File: src/rtl/acc_regs.svh
`ifndef ACC_REGS_SVH
`define ACC_REGS_SVH

// ------------------------------------------------------------
// register indices, byte address is four times the index
// ------------------------------------------------------------
`define ACC_CSR_IDX 10'h034
`define ACC_RESH_IDX 10'h035
`define ACC_RESL_IDX 10'h036
`define ACC_IRQ_ST_IDX 10'h037
`define ACC_IRQ_MK_IDX 10'h038
`define ACC_PIN_IDX 10'h039

// ------------------------------------------------------------
// field positions
// ------------------------------------------------------------
`define ACC_CSR_DONE_BIT 7
`define ACC_CSR_SPEED_BIT 6
`define ACC_CSR_ON_BIT 5
`define ACC_RESL_CAL_BIT 4
`define ACC_RESL_SLOW_BIT 3
`define ACC_RESL_AMP_BIT 2
`define ACC_IRQ_OVWR_BIT 0
`define ACC_IRQ_HALT_BIT 1

// ------------------------------------------------------------
// reset values and timing
// ------------------------------------------------------------
`define ACC_RESULT_RST 10'h000
`define ACC_CLK_MHZ 125
`define ACC_STAB_NS 10000
`define ACC_SAMPLE_TICKS 3'h3
`define ACC_BIT_TICKS 2'h3
`define ACC_RESULT_MSB 4'h9

`endif

File: src/rtl/acc_pkg.sv
package acc_pkg;

  typedef enum logic [1:0] {
    ACC_OFF,
    ACC_STARTUP,
    ACC_SAMPLE,
    ACC_TRIAL
  } acc_state_t;

  typedef struct packed {
    logic psel;
    logic penable;
    logic pwrite;
    logic [11:0] paddr;
    logic [31:0] pwdata;
  } acc_apb_req_t;

  typedef struct packed {
    logic pready;
    logic pslverr;
    logic [31:0] prdata;
  } acc_apb_rsp_t;

  typedef struct packed {
    logic power_on;
    logic amp_sel;
    logic cal_en;
    logic [2:0] ch_sel;
    logic sample;
    logic [9:0] dac;
  } acc_ana_t;

  typedef struct packed {
    acc_state_t state;
    logic speed;
    logic on;
    logic [2:0] ch;
    logic cal;
    logic slow;
    logic amp;
    logic [9:0] result;
    logic done;
    logic [1:0] irq_st;
    logic [1:0] irq_mk;
    logic [1:0] div;
    logic [15:0] stab;
    logic [2:0] sub;
    logic [3:0] bit_idx;
    logic [9:0] sar;
    logic comp_s1;
    logic comp_s2;
    logic [6:0] pin_s1;
    logic [6:0] pin_s2;
    logic irq;
    acc_apb_rsp_t rsp;
    acc_ana_t ana;
  } acc_state_rec_t;

endpackage

File: src/rtl/acc_conv.sv
// Register access over APB and the register offsets are this design's own decisions.
`timescale 1ns/1ps
`default_nettype none
`include "acc_regs.svh"

module acc_conv #(
  parameter int STAB_NS = `ACC_STAB_NS
) (
  input wire logic core_clk,
  input wire logic reset,
  input wire acc_pkg::acc_apb_req_t apb_req,
  output acc_pkg::acc_apb_rsp_t apb_rsp,
  input wire logic halt_mode,
  input wire logic comp_in,
  input wire logic [6:0] pin_in,
  output acc_pkg::acc_ana_t ana,
  output logic irq
);

  // least time rounds up to whole cycles
  localparam int STAB_CYC = (STAB_NS * `ACC_CLK_MHZ + 999) / 1000;

  acc_pkg::acc_state_rec_t st_ff;
  acc_pkg::acc_state_rec_t nxt_st;

  logic access;
  logic taken;
  logic wr_taken;
  logic rd_taken;
  logic run;
  logic tick;
  logic conv_end;
  logic ev_ovwr;
  logic ev_halt;
  logic [9:0] nsar;
  logic [3:0] nbit;

  // ------------------------------------------------------------
  // helpers
  // ------------------------------------------------------------
  function automatic logic reg_hit(input logic [11:0] addr, input logic [9:0] idx);
    reg_hit = (addr[1:0] == 2'h0) && (addr[11:2] == idx);
  endfunction

  // converter clock: cpu/2, cpu, or cpu/4 when slow
  function automatic logic [1:0] div_lim(input logic speed, input logic slow);
    if (slow) begin
      div_lim = 2'h3;
    end else if (speed) begin
      div_lim = 2'h0;
    end else begin
      div_lim = 2'h1;
    end
  endfunction

  function automatic logic [31:0] rd_val(input acc_pkg::acc_state_rec_t s,
                                         input logic [11:0] addr);
    logic [7:0] v;
    v = 8'h00;
    if (reg_hit(addr, `ACC_CSR_IDX)) begin
      v[`ACC_CSR_DONE_BIT] = s.done;
      v[`ACC_CSR_SPEED_BIT] = s.speed;
      v[`ACC_CSR_ON_BIT] = s.on;
      v[2:0] = s.ch;
    end else if (reg_hit(addr, `ACC_RESH_IDX)) begin
      v = s.result[9:2];
    end else if (reg_hit(addr, `ACC_RESL_IDX)) begin
      v[`ACC_RESL_CAL_BIT] = s.cal;
      v[`ACC_RESL_SLOW_BIT] = s.slow;
      v[`ACC_RESL_AMP_BIT] = s.amp;
      v[1:0] = s.result[1:0];
    end else if (reg_hit(addr, `ACC_IRQ_ST_IDX)) begin
      v[1:0] = s.irq_st;
    end else if (reg_hit(addr, `ACC_IRQ_MK_IDX)) begin
      v[1:0] = s.irq_mk;
    end else if (reg_hit(addr, `ACC_PIN_IDX)) begin
      v[6:0] = s.pin_s2;
    end
    rd_val = {24'h000000, v};
  endfunction

  function automatic logic mapped(input logic [11:0] addr);
    mapped = reg_hit(addr, `ACC_CSR_IDX) || reg_hit(addr, `ACC_RESH_IDX) ||
             reg_hit(addr, `ACC_RESL_IDX) || reg_hit(addr, `ACC_IRQ_ST_IDX) ||
             reg_hit(addr, `ACC_IRQ_MK_IDX) || reg_hit(addr, `ACC_PIN_IDX);
  endfunction

  // ------------------------------------------------------------
  // next state
  // ------------------------------------------------------------
  always_comb begin
    nxt_st = st_ff;
    conv_end = 1'b0;
    ev_ovwr = 1'b0;
    ev_halt = 1'b0;
    tick = 1'b0;
    nsar = st_ff.sar;
    nbit = st_ff.bit_idx;

    // pin synchronisers
    nxt_st.comp_s1 = comp_in;
    nxt_st.comp_s2 = st_ff.comp_s1;
    nxt_st.pin_s1 = pin_in;
    nxt_st.pin_s2 = st_ff.pin_s1;

    // apb: one wait state so read data comes from a flop
    access = apb_req.psel && apb_req.penable;
    taken = access && st_ff.rsp.pready;
    wr_taken = taken && apb_req.pwrite;
    rd_taken = taken && !apb_req.pwrite;
    nxt_st.rsp.pready = access && !st_ff.rsp.pready;
    if (access && !st_ff.rsp.pready) begin
      nxt_st.rsp.prdata = apb_req.pwrite ? 32'h00000000 : rd_val(st_ff, apb_req.paddr);
      nxt_st.rsp.pslverr = !mapped(apb_req.paddr);
    end

    if (wr_taken) begin
      if (reg_hit(apb_req.paddr, `ACC_CSR_IDX)) begin
        nxt_st.speed = apb_req.pwdata[`ACC_CSR_SPEED_BIT];
        nxt_st.on = apb_req.pwdata[`ACC_CSR_ON_BIT];
        nxt_st.ch = apb_req.pwdata[2:0];
      end
      if (reg_hit(apb_req.paddr, `ACC_RESL_IDX)) begin
        nxt_st.cal = apb_req.pwdata[`ACC_RESL_CAL_BIT];
        nxt_st.slow = apb_req.pwdata[`ACC_RESL_SLOW_BIT];
        nxt_st.amp = apb_req.pwdata[`ACC_RESL_AMP_BIT];
      end
      if (reg_hit(apb_req.paddr, `ACC_IRQ_MK_IDX)) begin
        nxt_st.irq_mk = apb_req.pwdata[1:0];
      end
    end

    // idle sleep has no input here, so conversion never notices it
    run = st_ff.on && !halt_mode;

    if (st_ff.state == acc_pkg::ACC_OFF) begin
      nxt_st.div = 2'h0;
    end else if (st_ff.div == div_lim(st_ff.speed, st_ff.slow)) begin
      tick = 1'b1;
      nxt_st.div = 2'h0;
    end else begin
      nxt_st.div = st_ff.div + 2'h1;
    end

    // ------------------------------------------------------------
    // conversion sequencer
    // ------------------------------------------------------------
    case (st_ff.state)
      acc_pkg::ACC_OFF: begin
        if (run) begin
          // amp shares converter power, so one startup covers both
          nxt_st.state = acc_pkg::ACC_STARTUP;
          nxt_st.stab = 16'(STAB_CYC - 1);
        end
      end
      acc_pkg::ACC_STARTUP: begin
        if (st_ff.stab == 16'h0000) begin
          nxt_st.state = acc_pkg::ACC_SAMPLE;
          nxt_st.sub = 3'h0;
        end else begin
          nxt_st.stab = st_ff.stab - 16'h0001;
        end
      end
      acc_pkg::ACC_SAMPLE: begin
        if (tick) begin
          if (st_ff.sub == `ACC_SAMPLE_TICKS) begin
            nxt_st.state = acc_pkg::ACC_TRIAL;
            nxt_st.sub = 3'h0;
            nxt_st.bit_idx = `ACC_RESULT_MSB;
            nxt_st.sar = 10'h200;
          end else begin
            nxt_st.sub = st_ff.sub + 3'h1;
          end
        end
      end
      acc_pkg::ACC_TRIAL: begin
        if (tick) begin
          if (st_ff.sub[1:0] == `ACC_BIT_TICKS) begin
            nxt_st.sub = 3'h0;
            // comparator low drops the trial bit; saturation falls out
            if (!st_ff.comp_s2) begin
              nsar[st_ff.bit_idx] = 1'b0;
            end
            if (st_ff.bit_idx == 4'h0) begin
              conv_end = 1'b1;
              nxt_st.result = nsar;
              ev_ovwr = st_ff.done;
              nxt_st.sar = 10'h000;
              nxt_st.state = acc_pkg::ACC_SAMPLE;
            end else begin
              nbit = st_ff.bit_idx - 4'h1;
              nsar[nbit] = 1'b1;
              nxt_st.bit_idx = nbit;
              nxt_st.sar = nsar;
            end
          end else begin
            nxt_st.sub = st_ff.sub + 3'h1;
          end
        end
      end
      default: begin
        nxt_st.state = acc_pkg::ACC_OFF;
      end
    endcase

    // off or deep stop aborts at once; a partial result is dropped
    if (!run) begin
      ev_halt = halt_mode && st_ff.on && (st_ff.state != acc_pkg::ACC_OFF);
      conv_end = 1'b0;
      ev_ovwr = 1'b0;
      nxt_st.result = st_ff.result;
      nxt_st.state = acc_pkg::ACC_OFF;
      nxt_st.sar = 10'h000;
      nxt_st.sub = 3'h0;
    end

    // set beats the clearing read in the same cycle
    nxt_st.done = (st_ff.done && !(rd_taken && reg_hit(apb_req.paddr, `ACC_RESH_IDX)))
                  || conv_end;

    // only overwrite and stop-abort raise the line, never completion
    nxt_st.irq_st = st_ff.irq_st;
    if (wr_taken && reg_hit(apb_req.paddr, `ACC_IRQ_ST_IDX)) begin
      nxt_st.irq_st = st_ff.irq_st & ~apb_req.pwdata[1:0];
    end
    nxt_st.irq_st[`ACC_IRQ_OVWR_BIT] = nxt_st.irq_st[`ACC_IRQ_OVWR_BIT] | ev_ovwr;
    nxt_st.irq_st[`ACC_IRQ_HALT_BIT] = nxt_st.irq_st[`ACC_IRQ_HALT_BIT] | ev_halt;
    nxt_st.irq = |(nxt_st.irq_st & nxt_st.irq_mk);

    // analog front end controls
    nxt_st.ana.power_on = (nxt_st.state != acc_pkg::ACC_OFF);
    nxt_st.ana.amp_sel = nxt_st.amp;
    nxt_st.ana.cal_en = nxt_st.cal;
    nxt_st.ana.ch_sel = nxt_st.ch;
    nxt_st.ana.sample = (nxt_st.state == acc_pkg::ACC_SAMPLE);
    nxt_st.ana.dac = nxt_st.sar;
  end

  // ------------------------------------------------------------
  // state register
  // ------------------------------------------------------------
  always_ff @(posedge core_clk) begin
    if (reset) begin
      st_ff <= '0;
      st_ff.state <= acc_pkg::ACC_OFF;
      st_ff.result <= `ACC_RESULT_RST;
    end else begin
      st_ff <= nxt_st;
    end
  end

  assign apb_rsp = st_ff.rsp;
  assign ana = st_ff.ana;
  assign irq = st_ff.irq;

endmodule
`default_nettype wire

File: config.mk
export PLATFORM = sky130hd
export DESIGN_NAME = acc_conv
export DESIGN_NICKNAME = d
export VERILOG_FILES = /design/src/rtl/acc_pkg.sv /design/src/rtl/acc_conv.sv
export VERILOG_INCLUDE_DIRS = /design/src /design/src/rtl
export SDC_FILE = /design/constraint.sdc
export NUM_CORES = 1
export LEC_CHECK = 0
export BUFFER_PORTS_ARGS = -buffer_cell sky130_fd_sc_hd__buf_2
export CAP_MARGIN = 20
export CORE_MARGIN = 4
export CORE_UTILIZATION = 60
export CTS_BUF_LIST = sky130_fd_sc_hd__clkbuf_4
export CTS_CLUSTER_SIZE = 12
export DETAILED_ROUTE_END_ITERATION = 7
export PLACE_DENSITY = 0.95
export SLEW_MARGIN = 20
export SYNTH_ARGS = -nofsm -noshare
export SYNTH_HDL_FRONTEND = slang
export SYNTH_SLANG_ARGS = --single-unit
File: constraint.sdc
create_clock -name core_clk -period 4.52 [get_ports core_clk]
set_input_delay 0.452 -clock core_clk [delete_from_list [all_inputs] [get_ports core_clk]]
set_output_delay 0.452 -clock core_clk [all_outputs]
set_load 0.01 [all_outputs]
==> impl_metrics.toml <==
[critical_path]
critPathLaunchType = "flop"
crit_arrival_ns = 3.04
timing_worst_setup_path_type = "flop to flop"
critPathRequiredTime_ns = 4.85
critPathCaptureType = "flop"
crit_fanout = 11

[cells_and_area]
seqCellArea_um2 = 1780
antenna_cells = 0
multi_input_area_um2 = 2320
syn2layout_area_growth_pct = 3.37
layout-drive-gt1-share = 0.162
n_fill_cell = 585
finalInstanceArea_um2 = 4720
nets = 611

[global_route]
grt_pass1_wl_um = 16300
grt_max_degree = 56
grt_overflow = 0
grt_pass1_vias = 3395
gr-usage-all-layers = 0.231
antenna_found_initial = 0

[synth]
yosys-top-cells-area = "dfxtp_1 39%, buf_4 8.5%, nor2_1 4.4%"
synth_cell_types = 69
synth_top_cells_by_count = "89 x dfxtp_1, 54 x nor2_1, 52 x buf_4"
synth.largest_area_cell = "dfxtp_1"
synth_seq_cells = 89
synthArstFlopShare = 0
synth_flop_cell = "dfxtp_1"
synth_cells = 527
synthesis.area_um2 = 4570
seq_area_frac_synth = 0.390
syn-mean-instance-area_um2 = 8.67
synth_warnings = 0
synth_edf_count = 0
synth_top_area_share = 0.390
synth_most_common_cell = "dfxtp_1"

[sta]
holdWs_ns = 0.194
rsz0062_at_grt = "false"
maxSlewViolCount = 0
finalCritPeriodShare = 0.601
tightest_slew_ns = 0.941
slew_headroom = 0.373
hold_viol = 0
period_needed_ns = 2.72
fmax_ghz = 0.368
skew_ns = 0.0216
setup_tns_ns = 0
setup_viol = 0

[cts]
cts_resized = 0
numClockSinks = 89
worstSkewPairLatency_ns = 0.46
cts_tree = "yes"
cts_buffer_depth = 2
numCtsBuffers = 9
cts-hold-fix-buffers = 0
cts_setup_buffers = 0
clock-root-buffer = "clkbuf_4"
clkTransAtPathRegs_ns = 0.14
h-tree-depth = 3

[detailed_routing]
via_per_inst = 5.76
post_drt_wl_per_cell_um = 15.6
routed_wl_um = 10100
drtPass1Iterations = 7
vias = 3739
drcViolationCount = 0
antenna_left = 0
drtIter0Drc = 288

[outcome]
status = "complete, no violations"

[power_and_ir_drop]
ir_worst_vdd_mv = 0.203
power.density_nw_per_um2 = 278
internal_power_mw = 0.982
leakagePower_nw = 1.84
p_comb_frac = 0.050
pwr-share-seq = 0.605
switching_share = 0.252
netSwitchingPower_mw = 0.331
clockPowerShare = 0.344

[run]
cap_violations = 0

[die]
io_pins = 110
core_um2 = 7330
start_util = 0.623
dieArea_um2 = 9080
row_count = 31
fp.dieH_um = 95.3
die_x_um = 95.3

[placement]
dpl_cell_area_um2 = 4580
place_hpwl_um = 7400
port_buffers = 60
gp_congestion = 0.906

[min_path]
hold_class = "input port to flop"
-- metrics by stage --
step / power, mW / setup WS [ns] / utilization / cells
floorplan: 0.868 / 2.48 / - / 550
global placement: 0.875 / 1.68 / 0.625 / 632
detailed placement: 0.876 / 1.53 / 0.625 / 632
CTS: 1.31 / 1.52 / 0.643 / 648
global route: 1.36 / 1.67 / 0.644 / 649
finish: 1.31 / 1.80 / 0.644 / 649
-- sequential cells by signal (all words and copies together), names as in the netlist --
name and count:
nxt_st 8, irq 1, st_ff 53, ana 17, apb_rsp 10
-- worst max-delay path, stage by stage (launching register included) --
cell and delay (ns):
dfxtp_1 0.37, inv_1 0.17, ha_1 0.38, or3b_1 0.44, or2_2 0.31, nor3_2 0.33
buf_4 0.28, mux2i_1 0.25, nor2_1 0.06
-- path summary, 6_finish.rpt --
kind                end  slack [ns]  startpoint  cells after the start
max          st_ff[110]        1.80   st_ff[78]                      8
min          nxt_st[66]        0.19     comp_in                      2
max reg2reg  st_ff[110]        1.80   st_ff[78]                      8
min reg2reg   st_ff[56]        0.44  nxt_st[56]                      1
-- placed cells by master (no fill, tap or decap), types with 8 or more instances in the layout --
cell type,netlist,layout
dfxtp_1,89,89
buf_2,1,60
nor2_1,54,54
a21oi_1,32,32
nor2b_1,29,29
nand2_1,26,26
o21ai_0,24,24
conb_1,1,24
mux2i_1,18,18
inv_1,14,14
nor3_1,11,11
nand3_1,10,10
nor4_1,9,9
a21boi_0,9,9
o2bb2ai_1,9,9
clkbuf_4,0,9
xor2_1,8,8
ha_1,8,8
-- area by class of cell --
class	instances	area share
multi-input cells	369	0.490
flip-flops and latches	89	0.377
repair buffers	61	0.0652
well taps	99	0.0262
clock inverters	7	0.0148
clock buffers	9	0.0143
inverters	15	0.0119
-- logic make-up after synthesis --
| kind of cell | share of synthesized area |
|---|---|
| AND/OR/NAND/NOR | 0.226 |
| multiplexers | 0.0444 |
| buffers and inverters | 0.122 |
| AO/OA/AOI/OAI | 0.168 |
| adder cells (fa/ha/maj) | 0.0219 |
| flip-flops | 0.390 |
| other | 0.000821 |
| XOR/XNOR | 0.0268 |
-- power groups by stage --
| stage | sequential (mW) | combinational, mW | clock (mW) |
|---|---|---|---|
| after floorplan | 0.811 | 0.0574 | 0 |
| after global placement | 0.812 | 0.0629 | 0 |
| after detailed placement | 0.812 | 0.0645 | 0 |
| after CTS | 0.795 | 0.0647 | 0.455 |
| after global routing | 0.796 | 0.0734 | 0.496 |
| final | 0.795 | 0.0660 | 0.452 |
-- per-layer routing --
metal	GRT usage	part of all wire
met1	0.286	0.41
met4	0.0685	0.020
met3	0.0608	0.074
met5	0	0
met2	0.392	0.50
Note: power is estimated with default switching activity, not from simulation.
